[src/rtl/motor_phase_pkg.sv]
package motor_phase_pkg;
  // register byte offsets on the apb bus
  localparam logic [7:0] OFS_CTRL3 = 8'h00;
  localparam logic [7:0] OFS_PHASE = 8'h04;
  localparam logic [7:0] OFS_CURFB = 8'h08;
  localparam logic [7:0] OFS_DFILT = 8'h0c; // page 0: d filter, page 1: status
  localparam logic [7:0] OFS_MODE = 8'h10;
  // reset values
  localparam logic [7:0] CTRL3_RST = 8'h00;
  localparam logic [7:0] PHASE_RST = 8'h00;
  localparam logic [7:0] CURFB_RST = 8'h00;
  localparam logic [7:0] DFILT_RST = 8'h0f;
  localparam logic [5:0] MODE_RST = 6'h00;
  // third control register fields
  localparam int C3_FLAG = 7;
  localparam int C3_HZ = 6;
  localparam int C3_SZ = 5;
  localparam int C3_SC = 4;
  localparam int C3_FAST = 3;
  localparam logic [2:0] VREF_EXTERNAL = 3'h7;
  // phase state fields
  localparam logic [1:0] INSEL_ENCODER = 2'h3;
  // current feedback fields
  localparam int CF_PAGE = 7;
  localparam int CF_SRST = 6;
  // mode register fields
  localparam int MD_AUTOSW = 2;
  localparam int MD_SENSOR = 3;
  localparam int MD_DIRECT = 4;
  localparam int MD_CURMODE = 5;
  localparam logic [1:0] TES_POSITION = 2'h0;
  // current filter samples at a quarter of the peripheral clock
  localparam logic [1:0] QUARTER_LAST = 2'h3;
  // blanking step: 500 ns specified at a 4 mhz peripheral clock
  localparam int BLANK_STEP_NS = 500;
  localparam int BLANK_REF_MHZ = 4;
  localparam int BLANK_STEP_CYC = (BLANK_STEP_NS * BLANK_REF_MHZ + 999) / 1000;
endpackage

[src/rtl/sample_filter_if.sv]
// one consecutive-sample filter channel
interface sample_filter_if;
  logic tick; // sample strobe
  logic sample; // condition met at this sample
  logic bypass; // one sample is enough
  logic clear; // soft reset of the filter
  logic [3:0] need; // code: samples needed minus one
  logic hit; // level, condition held long enough
  modport filt (input tick, sample, bypass, clear, need, output hit);
  modport user (output tick, sample, bypass, clear, need, input hit);
endinterface

[src/rtl/motor_phase_event_control.sv]
// Overview of operation
// RL1 - sensor type 00: bit 7 overflow flag
// RL2 - other sensor types: bit 7 tacho error
// RL3 - sensor type 00: bit 6 hardware Z select
// RL4 - speed sensors: bit 6 encoder A leads B
// RL5 - bit 5 selects simulated zero crossing
// RL6 - autoswitch: bit 4 selects simulated commutation
// RL7 - Z sampled at off end or fast
// RL8 - fast sampling forces zero off time
// RL9 - bits 2:0 pick comparator reference
// RL10 - input select routes comparator, 11 encoder
// RL11 - channel bits apply at C or immediately
// RL12 - channel bit 0 off, 1 on
// RL13 - phase register written as whole byte
// RL14 - page bit steers register page
// RL15 - soft reset returns all block registers
// RL16 - current filter code+1 samples, quarter clock
// RL17 - current blanking after each PWM turn-on
// RL18 - D filter code+1 samples at sampling clock
// RL19 - sensor mode disables D filtering
// RL20 - D window blanks detection after C
// RL21 - direct channel write makes a C event
// RL22 - blanking counts two clocks per step
// RL23 - filters restart on miss, fire after run
//
// The APB register port and the register offsets are this design's own decisions.
module motor_phase_event_control import motor_phase_pkg::*; #(
  parameter int DWIN_STEP_TICKS = 4 // sampling ticks per D window code step
) (
  input wire logic pclk, // peripheral clock, 25 mhz
  input wire logic presetn, // async reset, active low
  input wire logic psel, // apb select
  input wire logic penable, // apb access phase
  input wire logic pwrite, // apb direction
  input wire logic [7:0] paddr, // apb byte address
  input wire logic [31:0] pwdata, // apb write data
  input wire logic [3:0] pstrb, // apb byte strobes
  output logic [31:0] prdata, // apb read data
  output logic pready, // apb ready
  output logic pslverr, // apb error on unmapped address
  input wire logic position_input_a, // rotor position pin a
  input wire logic position_input_b, // rotor position pin b
  input wire logic position_input_c, // rotor position pin c
  input wire logic zero_cross_pin, // back-emf comparator output
  input wire logic current_over_pin, // current comparator output
  input wire logic demag_pin, // demagnetisation comparator output
  input wire logic timer_overflow, // position timer overflow pulse
  input wire logic tacho_error, // tacho error pulse
  input wire logic hw_commutation, // hardware commutation pulse
  input wire logic sim_zero_cross, // simulated zero-crossing pulse
  input wire logic sim_commutation, // simulated commutation pulse
  input wire logic pwm_on_start, // pwm turn-on pulse
  input wire logic pwm_off_end, // end of pwm off time pulse
  input wire logic scf_tick, // sampling clock strobe
  output logic [5:0] channel_on_bits, // inverter switch enables
  output logic [1:0] comparator_input_select, // comparator input route
  output logic encoder_mode, // a and b to encoder, mux bypassed
  output logic [2:0] reference_threshold_select, // reference level code
  output logic external_reference_sel, // reference from external pin
  output logic force_zero_off_time, // minimum off time ignored
  output logic z_event, // zero-crossing event pulse
  output logic c_event, // commutation event pulse
  output logic d_event, // demagnetisation event pulse
  output logic current_limit_event // current limit event pulse
);
  if (DWIN_STEP_TICKS < 1 || DWIN_STEP_TICKS > 4096) begin : g_chk
    $error("DWIN_STEP_TICKS out of range");
  end

  // software registers
  logic [7:0] ctrl3_q; // third control register
  logic [7:0] phase_pre_q; // phase state preload
  logic [7:0] phase_act_q; // phase state in force
  logic [7:0] curfb_q; // current feedback control
  logic [7:0] dfilt_q; // d event filter control
  logic [5:0] mode_q; // sensor type, autoswitch, sensor, direct
  // bus answer
  logic [31:0] prdata_q;
  logic pready_q;
  logic pslverr_q;
  // pin synchronisers, three stages
  logic [5:0] pin_s1_q; // first stage, read only by second
  logic [5:0] pin_s2_q;
  logic [5:0] pin_s3_q;
  logic [5:0] pin_st_q; // accepted level
  // event and timing state
  logic enc_lead_q; // encoder a leads b
  logic a_prev_q; // previous accepted a level
  logic z_q;
  logic c_q;
  logic d_q;
  logic cl_q;
  logic d_hit_q; // filter level one cycle ago
  logic cl_hit_q;
  logic [1:0] quarter_q; // divides clock by four
  logic [4:0] blank_q; // current blanking countdown
  logic [15:0] dwin_q; // d window countdown, sampling ticks
  logic fast_q; // zero off time request

  sample_filter_if cur_f ();
  sample_filter_if dem_f ();
  // synchronised pin levels
  wire a_st = pin_st_q[0];
  wire b_st = pin_st_q[1];
  wire zc_st = pin_st_q[3];
  wire cur_st = pin_st_q[4];
  wire dem_st = pin_st_q[5];
  wire [5:0] pin_eq = ~(pin_s2_q ^ pin_s3_q);
  wire [5:0] pin_st_d = (pin_eq & pin_s3_q) | (~pin_eq & pin_st_q);
  // field views
  wire [1:0] sensor_type_select = mode_q[1:0];
  wire tes_pos = (sensor_type_select == TES_POSITION);
  wire page1 = curfb_q[CF_PAGE];
  wire sensor_mode = mode_q[MD_SENSOR];
  wire direct_acc = mode_q[MD_DIRECT];
  // apb decode
  wire acc = psel & penable;
  wire acc_first = acc & ~pready_q;
  wire hit_ctrl3 = (paddr == OFS_CTRL3);
  wire hit_phase = (paddr == OFS_PHASE);
  wire hit_curfb = (paddr == OFS_CURFB);
  // RL14 page steering
  wire hit_dfilt = (paddr == OFS_DFILT) & ~page1;
  wire hit_stat = (paddr == OFS_DFILT) & page1;
  wire hit_mode = (paddr == OFS_MODE);
  wire mapped = hit_ctrl3 | hit_phase | hit_curfb | hit_dfilt | hit_stat | hit_mode;
  // writes land on the edge where ready is seen high
  wire wr_byte = acc & pready_q & pwrite & pstrb[0] & mapped;
  wire wr_ctrl3 = wr_byte & hit_ctrl3;
  wire wr_phase = wr_byte & hit_phase;
  wire wr_curfb = wr_byte & hit_curfb;
  // RL15 soft reset request
  wire soft_rst = wr_curfb & pwdata[CF_SRST];
  // status word: own live state
  wire [7:0] status = {2'h0, (blank_q != 5'h0), (dwin_q != 16'h0), cl_q, d_q, c_q, z_q};
  // RL4 bit 6 view depends on sensor type
  wire bit6_rd = tes_pos ? ctrl3_q[C3_HZ] : enc_lead_q;
  wire [7:0] ctrl3_rd = {ctrl3_q[C3_FLAG], bit6_rd, ctrl3_q[5:0]};
  wire [7:0] rd_byte =
    hit_ctrl3 ? ctrl3_rd :
    hit_phase ? phase_pre_q :
    hit_curfb ? curfb_q :
    hit_dfilt ? dfilt_q :
    hit_stat ? status :
    hit_mode ? {2'h0, mode_q} : 8'h00;
  // RL1 overflow flag source
  // RL2 tacho flag source
  wire flag_set = tes_pos ? timer_overflow : tacho_error;
  wire flag_clr = wr_ctrl3 & ~pwdata[C3_FLAG];
  wire flag_d = flag_set | (ctrl3_q[C3_FLAG] & ~flag_clr); // set beats clear
  // RL3 hz writable only for sensor type 00
  wire hz_d = (wr_ctrl3 & tes_pos) ? pwdata[C3_HZ] : ctrl3_q[C3_HZ];
  wire [7:0] ctrl3_d = {flag_d, hz_d, wr_ctrl3 ? pwdata[5:0] : ctrl3_q[5:0]};
  // RL7 z sample strobe
  wire z_tick = ctrl3_q[C3_FAST] ? scf_tick : pwm_off_end;
  wire z_hw = z_tick & zc_st & (ctrl3_q[C3_HZ] | ~tes_pos);
  // RL5 simulated or detected zero crossing
  wire z_d = ctrl3_q[C3_SZ] ? sim_zero_cross : z_hw;
  // RL21 direct write is itself a commutation
  wire direct_wr = wr_phase & direct_acc;
  // RL6 commutation source in autoswitch mode
  wire c_src = (mode_q[MD_AUTOSW] & ctrl3_q[C3_SC]) ? sim_commutation : hw_commutation;
  wire c_d = c_src | direct_wr;
  // current path: quarter-clock strobe and blanking
  wire quarter_tick = (quarter_q == QUARTER_LAST);
  // RL22 two clocks per blanking step
  wire [4:0] blank_load = 5'(curfb_q[2:0] * BLANK_STEP_CYC);
  wire blanked = (blank_q != 5'h0);
  // d path: window length in sampling ticks
  wire [15:0] dwin_load = 16'((dfilt_q[3:0] + 16'h1) * DWIN_STEP_TICKS);
  wire dwin_open = (dwin_q == 16'h0);
  // current filter hookup
  // RL16 quarter clock, code+1 samples
  assign cur_f.tick = quarter_tick;
  // RL17 blanked comparator is no sample
  assign cur_f.sample = cur_st & ~blanked;
  assign cur_f.bypass = 1'b0;
  assign cur_f.clear = soft_rst;
  assign cur_f.need = {1'b0, curfb_q[5:3]};
  // d filter hookup
  // RL18 sampling clock, code+1 samples
  assign dem_f.tick = scf_tick;
  // RL20 detection held off in window
  assign dem_f.sample = dem_st & dwin_open;
  // RL19 sensor mode passes first sample
  assign dem_f.bypass = sensor_mode;
  assign dem_f.clear = soft_rst;
  assign dem_f.need = dfilt_q[7:4];
  consecutive_filter u_cur_filter (
    .clk (pclk),
    .rst_n (presetn),
    .f (cur_f)
  );

  consecutive_filter u_dem_filter (
    .clk (pclk),
    .rst_n (presetn),
    .f (dem_f)
  );

  // outputs from flip-flops; encoder mode and external reference decoded from them
  assign prdata = prdata_q;
  assign pready = pready_q;
  assign pslverr = pslverr_q;
  // RL12 bit set means switch on
  assign channel_on_bits = phase_act_q[5:0];
  // RL10 input route and encoder mode
  assign comparator_input_select = phase_act_q[7:6];
  assign encoder_mode = (phase_act_q[7:6] == INSEL_ENCODER);
  // RL9 reference code, 111 is external
  assign reference_threshold_select = ctrl3_q[2:0];
  assign external_reference_sel = (ctrl3_q[2:0] == VREF_EXTERNAL);
  assign force_zero_off_time = fast_q;
  assign z_event = z_q;
  assign c_event = c_q;
  assign d_event = d_q;
  assign current_limit_event = cl_q;

  // apb answer: one wait state, data captured on first access edge
  always_ff @(posedge pclk or negedge presetn) begin
    if (!presetn) begin
      pready_q <= 1'b0;
      pslverr_q <= 1'b0;
      prdata_q <= 32'h0000_0000;
    end else begin
      pready_q <= acc_first;
      pslverr_q <= acc_first & ~mapped;
      prdata_q <= acc_first ? {24'h00_0000, rd_byte} : 32'h0000_0000;
    end
  end

  // pin synchronisers, change taken once stages two and three agree
  always_ff @(posedge pclk or negedge presetn) begin
    if (!presetn) begin
      pin_s1_q <= 6'h00;
      pin_s2_q <= 6'h00;
      pin_s3_q <= 6'h00;
      pin_st_q <= 6'h00;
    end else begin
      pin_s1_q <= {demag_pin, current_over_pin, zero_cross_pin,
                   position_input_c, position_input_b, position_input_a};
      pin_s2_q <= pin_s1_q;
      pin_s3_q <= pin_s2_q;
      pin_st_q <= pin_st_d;
    end
  end

  // control registers; soft reset returns them all
  always_ff @(posedge pclk or negedge presetn) begin
    if (!presetn) begin
      ctrl3_q <= CTRL3_RST;
      curfb_q <= CURFB_RST;
      dfilt_q <= DFILT_RST;
      mode_q <= MODE_RST;
    end else if (soft_rst) begin
      // RL15 block registers back to reset
      ctrl3_q <= CTRL3_RST;
      curfb_q <= CURFB_RST;
      dfilt_q <= DFILT_RST;
      mode_q <= MODE_RST;
    end else begin
      ctrl3_q <= ctrl3_d;
      // reset request bit never stays set
      if (wr_curfb) begin
        curfb_q <= {pwdata[7], 1'b0, pwdata[5:0]};
      end
      if (wr_byte && hit_dfilt) begin
        dfilt_q <= pwdata[7:0];
      end
      if (wr_byte && hit_mode) begin
        mode_q <= pwdata[5:0];
      end
    end
  end

  // phase state: preload and the copy in force
  always_ff @(posedge pclk or negedge presetn) begin
    if (!presetn) begin
      phase_pre_q <= PHASE_RST;
      phase_act_q <= PHASE_RST;
    end else if (soft_rst) begin
      phase_pre_q <= PHASE_RST;
      phase_act_q <= PHASE_RST;
    end else begin
      // RL13 whole byte lands in preload
      if (wr_phase) begin
        phase_pre_q <= pwdata[7:0];
      end
      // RL11 direct takes at once, else at C
      if (direct_wr) begin
        phase_act_q <= pwdata[7:0];
      end else if (c_d) begin
        phase_act_q <= phase_pre_q;
      end
    end
  end

  // encoder relative phase, sampled on each edge of input a
  always_ff @(posedge pclk or negedge presetn) begin
    if (!presetn) begin
      a_prev_q <= 1'b0;
      enc_lead_q <= 1'b0;
    end else begin
      a_prev_q <= a_st;
      // RL4 b low at a rise: a leads
      if (a_st != a_prev_q) begin
        enc_lead_q <= a_st ^ b_st;
      end
    end
  end

  // event pulses and the zero off time request
  always_ff @(posedge pclk or negedge presetn) begin
    if (!presetn) begin
      z_q <= 1'b0;
      c_q <= 1'b0;
      d_q <= 1'b0;
      cl_q <= 1'b0;
      d_hit_q <= 1'b0;
      cl_hit_q <= 1'b0;
      fast_q <= 1'b0;
    end else begin
      z_q <= z_d & ~soft_rst;
      c_q <= c_d & ~soft_rst;
      d_hit_q <= dem_f.hit;
      cl_hit_q <= cur_f.hit;
      // pulse once per qualified run, not every sample
      d_q <= dem_f.hit & ~d_hit_q;
      cl_q <= cur_f.hit & ~cl_hit_q;
      // RL8 fast sampling zeroes off time
      fast_q <= ctrl3_d[C3_FAST] & ~soft_rst;
    end
  end

  // quarter-clock divider for current sampling
  always_ff @(posedge pclk or negedge presetn) begin
    if (!presetn) begin
      quarter_q <= 2'h0;
    end else begin
      quarter_q <= quarter_q + 2'h1;
    end
  end

  // current blanking countdown, restarted at each pwm turn-on
  always_ff @(posedge pclk or negedge presetn) begin
    if (!presetn) begin
      blank_q <= 5'h00;
    end else if (soft_rst) begin
      blank_q <= 5'h00;
    end else if (pwm_on_start) begin
      // RL17 window starts at turn-on
      blank_q <= blank_load;
    end else if (blanked) begin
      blank_q <= blank_q - 5'h01;
    end
  end

  // d window countdown in sampling ticks, restarted at each C event
  always_ff @(posedge pclk or negedge presetn) begin
    if (!presetn) begin
      dwin_q <= 16'h0000;
    end else if (soft_rst) begin
      dwin_q <= 16'h0000;
    end else if (c_d) begin
      // RL20 window opens at C
      dwin_q <= dwin_load;
    end else if (scf_tick && !dwin_open) begin
      dwin_q <= dwin_q - 16'h0001;
    end
  end
endmodule

[src/rtl/consecutive_filter.sv]
module consecutive_filter (
  input wire logic clk, // peripheral clock
  input wire logic rst_n, // async reset, active low
  sample_filter_if.filt f // filter channel
);
  logic [3:0] cnt_q; // matching samples so far
  logic hit_q; // run long enough
  logic [3:0] cnt_d;
  logic hit_d;

  assign f.hit = hit_q;

  // count runs of matching samples
  always_comb begin
    cnt_d = cnt_q;
    hit_d = hit_q;
    if (f.clear) begin
      cnt_d = 4'h0;
      hit_d = 1'b0;
    end else if (f.tick) begin
      // RL23 restart on miss
      if (!f.sample) begin
        cnt_d = 4'h0;
        hit_d = 1'b0;
      end else if (f.bypass || cnt_q == f.need) begin
        // RL23 enough in a row
        hit_d = 1'b1;
      end else begin
        cnt_d = cnt_q + 4'h1;
      end
    end
  end

  // state registers
  always_ff @(posedge clk or negedge rst_n) begin
    if (!rst_n) begin
      cnt_q <= 4'h0;
      hit_q <= 1'b0;
    end else begin
      cnt_q <= cnt_d;
      hit_q <= hit_d;
    end
  end
endmodule

[config.mk]
export PLATFORM = sky130hd
export DESIGN_NAME = motor_phase_event_control
export DESIGN_NICKNAME = d
export VERILOG_FILES = /design/src/rtl/motor_phase_pkg.sv /design/src/rtl/sample_filter_if.sv /design/src/rtl/motor_phase_event_control.sv /design/src/rtl/consecutive_filter.sv
export SDC_FILE = /design/constraint.sdc
export NUM_CORES = 1
export LEC_CHECK = 0
export ABC_AREA = 1
export BUFFER_PORTS_ARGS = -buffer_cell sky130_fd_sc_hd__buf_2
export CORE_MARGIN = 3
export CORE_UTILIZATION = 25
export DETAILED_ROUTE_END_ITERATION = 10
export GPL_TIMING_DRIVEN = 1
export MAX_ROUTING_LAYER = met4
export PLACE_DENSITY = 0.54
export SETUP_SLACK_MARGIN = 0.4
export SYNTH_ARGS = -nofsm -noshare
export SYNTH_HDL_FRONTEND = slang
export SYNTH_SLANG_ARGS = --single-unit
[constraint.sdc]
create_clock -name pclk -period 1.9 [get_ports pclk]
set_input_delay 0.285 -clock pclk [delete_from_list [all_inputs] [get_ports pclk]]
set_output_delay 0.285 -clock pclk [all_outputs]
set_load 0.02 [all_outputs]
After elaboration in Yosys (flattened, before gate mapping)
Index checks and enable logic that the tools add are counted.

Word-level logic and storage cells: 176. Output and inout bits: 52. Flip-flop bits (word level): 122.

Add/subtract/negate cells: 6. Bitwise logic cells: 52. Reduce and logical (&&, ||, !) cells: 25. Mux-type cells: 48. Equality and inequality tests: 14.

Operators with widths (count): 8-bit 2-to-1 mux (15); 16-bit 2-to-1 mux (3); 4-bit 2-to-1 mux (8); 6-bit 2-to-1 mux (5); 1-bit bitwise AND (27); 8-bit by 4-bit == test with 1-bit output (second input constant) (2); 16-bit logical NOT (1); 16-bit nonzero test (1); 2-bit nonzero test (8); 16-bit by 1-bit subtractor with 16-bit output (second input constant) (1); 5-bit 2-to-1 mux (3); 1-bit 2-to-1 mux (14); 6-bit bitwise AND (2); 3-bit != test (second input constant) (4); 6-bit inverter (2); 1-bit inverter (10); 3-bit nonzero test (3); 4-bit by 1-bit adder with 4-bit output (second input constant) (2); 8-bit by 3-bit == test with 1-bit output (second input constant) (1); 8-bit by 5-bit == test with 1-bit output (second input constant) (1); 8-bit logical NOT (1); 1-bit bitwise OR (8); 2-bit AND reduction (4); 6-bit bitwise OR (1); other kinds (15) (18).

Longest topological paths before layout
Depth after elaboration: 13. Gate-level depth with buffers: 13. Gate-level depth less buffers: 12.

Hierarchy
Synthesis repeated with hierarchy kept, for this count alone.

Cells, all modules: 736. Area total of the unflattened synthesis: 6154.7 um^2.

Modules (own cells, without submodules): motor_phase_event_control (cells an instance 614, area an instance 5356.4 um^2, instances 1); consecutive_filter (cells an instance 61, area an instance 399.1 um^2, instances 2).

Worst setup path before layout
No wires, ideal clock.

Path kind: flip-flop to flip-flop. Start: reg dwin_q[0]. End: reg dwin_q[15]. Path slack: 218 ps. Data required time: 1778 ps. Period minus slack after synthesis: 1682 ps. Arrival: 1560 ps. Library setup time: 122 ps. Stages on the path, launching flop included: 12. Path through: dfrtp_1 inv_1 ha_1 nand3_2 nor2_1 nand2_1 nand2_1 buf_4 inv_1 nand3b_1 xor2_1 nor2_1.

Cells in the longest elaborated chain, start to end: 4.

Ends and longest elaborated chain: start: declaration (line motor_phase_event_control.sv:97) `logic [15:0] dwin_q;`; start signal: assignment (line motor_phase_event_control.sv:366) `dwin_q <= dwin_load;`; start signal: assignment (line motor_phase_event_control.sv:368) `dwin_q <= dwin_q - 16'h0001;`; 16-bit by 1-bit subtractor with 16-bit output / 16-bit logical NOT (equally long branches) (line motor_phase_event_control.sv:368, motor_phase_event_control.sv:171); 16-bit 2-to-1 mux / 1-bit logical NOT (equally long branches) (line motor_phase_event_control.sv:367) `end else if (scf_tick && !dwin_open) begin`; 16-bit 2-to-1 mux / 1-bit logical AND (equally long branches) (line motor_phase_event_control.sv:364, motor_phase_event_control.sv:367); 16-bit 2-to-1 mux / 3-bit nonzero test (equally long branches).

Parallel ways exist; a longest one is shown, timed or not. The select of a mux whose other input is x is not followed. A chain may end at the register's enable or synchronous reset.

Worst setup path in the final report
Start: reg pready_q (netlist: pready). End: reg dfilt_q[0].

Cells in the longest elaborated chain, start to end: 7.

Ends and longest elaborated chain: start: declaration (line motor_phase_event_control.sv:79) `logic pready_q;`; start signal: assignment (line motor_phase_event_control.sv:226) `pready_q <= acc_first;`; 1-bit bitwise AND (*) (4 in series) (line motor_phase_event_control.sv:128) `wire wr_byte = acc & pready_q & pwrite & pstrb[0] & mapped;`; 1-bit bitwise AND (line motor_phase_event_control.sv:131) `wire wr_curfb = wr_byte & hit_curfb;`; 1-bit bitwise AND (line motor_phase_event_control.sv:133) `wire soft_rst = wr_curfb & pwdata[CF_SRST];`; 8-bit 2-to-1 mux / 2-bit nonzero test (equally long branches); end signal: assignment (line motor_phase_event_control.sv:268) `dfilt_q <= pwdata[7:0];`; end: declaration (line motor_phase_event_control.sv:75) `logic [7:0] dfilt_q;`.

Mark *: on every way between the ends. The rest lies on a longest branch, timed or not.

==> impl_metrics.csv <==
group,metric,value,unit
timing,slew_headroom,60.2,%
timing,slew_viol_final,0,
routing,first_iter_violations,400,
critical_path,endpoint_kind,"flip-flop",
finish,drive_gt1_share,43.5,%
yosys,ys_types,43,
routing,first_pass_iters,6,
cts,clk_path_buf_depth,2,
outcome,status,"finished clean",
pwr,switching_share,29.5,%
pwr,peakVddDrop,0.471,mV
critical_path,r2r_slack,250,ps
cts,clk_pin_slew,60,ps
pwr,p_clk_share,44.3,%
finish,area_growth,47.7,%
timing,finalCriticalPeriod,1650,ps
run,max_cap_violations,0,
pwr,p_int,0.00518,W
pwr,cellPowerDensity,833,mW/mm²
floorplan,die_w,161,µm
pwr,p_sw,0.00217,W
timing,fin_tns_setup,0,ps
timing,final.setup.worst_slack,246,ps
yosys,ys_seq_elements,116,
critical_path,r2r-start,"pready",
cts,cts.sinks,116,
timing,final-hold-violation-count,0,
yosys,ys.warnings.count,0,
routing,viasPerCell,4.47,
yosys,synthCells,683,
yosys,ys_seq_area_share,48.6,%
floorplan,ios,115,
critical_path,start_kind,"flip-flop",
routing,drc_errors,0,
floorplan,initial_core_util,25.9,%
pwr,p_leak,4.29,nW
cts,cts-root-buf,"clkbuf_16",
worst_hold_path,hp-start,"sim_zero_cross",
critical_path,crit_chain,"nand3_2 > nor2_4 > nand4_4 > buf_4 > buf_6 > nand2_4 > buf_4 > o21ai_0 > o21ai_1",
finish,nNetsFinal,906,
timing,skew,8.70,ps
floorplan,die_y,161,µm
placement,portBuffers,62,
pwr,fin_total_pwr,0.00736,W
critical_path,reg2reg_to,"dfilt_q[0]",
global_routing,grt_pass1_wl,25.5,mm
cts,cts_tree,"yes",
critical_path,slowest_stage,"dfrtp_2",
global_routing,grt_pass1_vias,4709,
placement,hpwl,11.8,mm
cts,htree_levels,4,
global_routing,track_usage,12.9,%
floorplan,die-area,0.0258,mm²
global_routing,grt-ovfl-total,0,
floorplan,core-area,0.0231,mm²
timing,worst_pin_slew,591,ps
pwr,pwr-share-comb,18.3,%
cts,clk_latency,420,ps
critical_path,cp.arrival,2010,ps
routing,wl_per_cell,15.1,µm
critical_path,cp.required,2250,ps
pwr,seq_power_share,37.4,%
timing,max_freq,0.605,GHz
floorplan,fp-row-count,55,
worst_hold_path,holdPathStages,3,
timing,setup_violations,0,
placement,place_ws,62.5,ps
critical_path,reg2regPathDepth,9,
timing,timing.hold.ws,127,ps
critical_path,path_common_cell,"buf_4",
routing,vias,5207,
worst_hold_path,hold_path_end,"z_event",
yosys,syn_avg_cell_area,8.75,µm²
critical_path,critical_path.max_stage_delay,360,ps
worst_hold_path,hold_path_class,"in2reg",
timing,fin_crit_sh,87.0,%
critical_path,criticalPathCategory,"reg2reg",
timing,rsz0062_at_grt,"true",
global_routing,grt_max_degree,42,
routing,final_antenna_net_count,0,
routing,wirelength,17.6,mm
cts,numCtsBuffers,17,
yosys,netlist_area,0.00598,mm²
global_routing,antenna_found_initial,1,
placement,place_congestion,0.890,
critical_path,cp_max_fo,7,
[worst max path at each step]
stage / slack [ps] / cells after the start / to / from
global placement: 70 / 9 / ctrl3_q[3] / paddr[1]
global route: 160 / 11 / dwin_q[6] / pready
CTS: 270 / 11 / u_dem_filter.cnt_q[0] / dwin_q[0]
floorplan: 330 / 11 / dwin_q[15] / dwin_q[0]
detailed placement: 60 / 9 / u_cur_filter.cnt_q[3] / blank_q[0]
finish: 250 / 9 / dfilt_q[0] / pready
[registers in the layout (all words and copies together), names as in the netlist, 2 cells and up, named ones only]
name / count
pin_s3_q: 5
ctrl3_q: 8
phase_act_q: 8
prdata: 8
pin_s1_q: 5
pin_s2_q: 5
quarter_q: 2
u_dem_filter.cnt_q: 4
mode_q: 6
phase_pre_q: 8
dwin_q: 16
u_cur_filter.cnt_q: 4
blank_q: 5
curfb_q: 7
dfilt_q: 8
[per-layer routing]
metal / track usage, % / routed length [µm] / vias to the layer above
met3: 4.02 / 1350 / 29
met4: 3.55 / 308 / 0
li1: - / - / 2506
met5: - / 0 / -
met2: 18.1 / 8110 / 180
met1: 17.9 / 7820 / 2492
[cells in the mapped netlist]
master    instances  area [µm²]
nand2_1         138         518
dfrtp_1         112        2800
inv_1            71         267
nand3_1          61         305
nor2_1           51         191
o21ai_0          35         175
buf_4            31         233
a21oi_1          18        90.1
o21ai_1          16        80.1
xor2_1           15         131
xnor2_1          12         105
nand2_2          11        68.8
nand4_1          10        62.6
o21ai_2          10        87.6
inv_2             7        26.3
nor2_2            7        43.8
o211ai_1          7        52.6
o22ai_1           7        43.8
ha_1              6        75.1
nor3_1            6        30.0
buf_2             5        25.0
maj3_1            5        50.1
nand2_4           5        56.3
buf_6             4        45.0
dfstp_2           4         105
nand3_2           3        30.0
nand3b_1          3        22.5
nor2_4            3        33.8
a31oi_1           2        12.5
nand4_4           2        42.5
nor3_2            2        20.0
nor3b_1           2        15.0
nor4_1            2        12.5
a22oi_1           1        7.51
buf_12            1        20.0
conb_1            1        3.75
inv_4             1        6.26
mux2_2            1        11.3
mux2i_1           1        10.0
nand3_4           1        17.5
nor2_8            1        20.0
nor3_4            1        16.3
or2_2             1        6.26
[kinds of logic (layout without fill, tap and decap cells)]
family                   after synthesis  count (layout)  share of synthesized area, %
XOR/XNOR                              27              27                          3.96
multiplexers                           2               2                         0.356
flip-flops                           116             116                          48.6
adder cells (fa/ha/maj)               11              11                          2.09
AND/OR/NAND/NOR                      310             312                          25.3
AO/OA/AOI/OAI                         96              96                          9.19
other                                  1              25                        0.0627
buffers and inverters                120             262                          10.4
[power groups by stage]
stage	clock [W]	sequential, W	combinational [W]
6_report	0.00326	0.00275	0.00134
4_1_cts	0.00332	0.00275	0.00117
3_3_place_gp	0	0.00277	0.000872
5_1_grt	0.00344	0.00277	0.00148
2_1_floorplan	0	0.00277	0.000621
3_5_place_dp	0	0.00278	0.000885
[cell usage in the layout (no fill, tap or decap), types with 17 or more instances in the layout]
| master | instances |
|---|---|
| dfrtp_1 | 109 |
| nand2_1 | 93 |
| buf_2 | 60 |
| inv_1 | 56 |
| buf_4 | 54 |
| nand3_1 | 39 |
| nor2_1 | 35 |
| nand2_2 | 30 |
| conb_1 | 24 |
| nand3_2 | 23 |
| o21ai_0 | 21 |
| o21ai_2 | 20 |
| o21ai_1 | 18 |
| clkbuf_16 | 18 |
| nand2_4 | 17 |
[layout make-up]
class / count / area (µm²)
well taps: 313 / 392
clock buffers: 17 / 425
fillers: 2268 / 14200
diodes: 1 / 2.50
multi-input cells: 472 / 3350
inverters: 79 / 335
repair inverters: 1 / 7.51
repair buffers: 150 / 1230
flip-flops and latches: 116 / 2910
clock inverters: 15 / 173
[metrics by stage]
stage,cells,util [%],instance area (µm²)
after floorplan,706,-,6090
after global placement,1067,29.0,6700
after detailed placement,1067,29.0,6700
after CTS,1132,34.1,7860
after global routing,1164,38.3,8830
final,1164,38.3,8830
[timing repair]
item,in CTS,in global routing
resized for setup,66,182
hold buffers,6,0
pin swaps,27,50
cloned,3,3
setup buffers,24,28
endpoints found under the setup margin,59,81
hold endpoints to repair,24,0
[worst max-delay path, delay by kind of cell, from the launching register on]
family	cells	cell delay (ps)
simple gates	4	620
flops	1	360
compound gates	2	150
buf+inv	3	470
(Power assumes the default switching activity.)
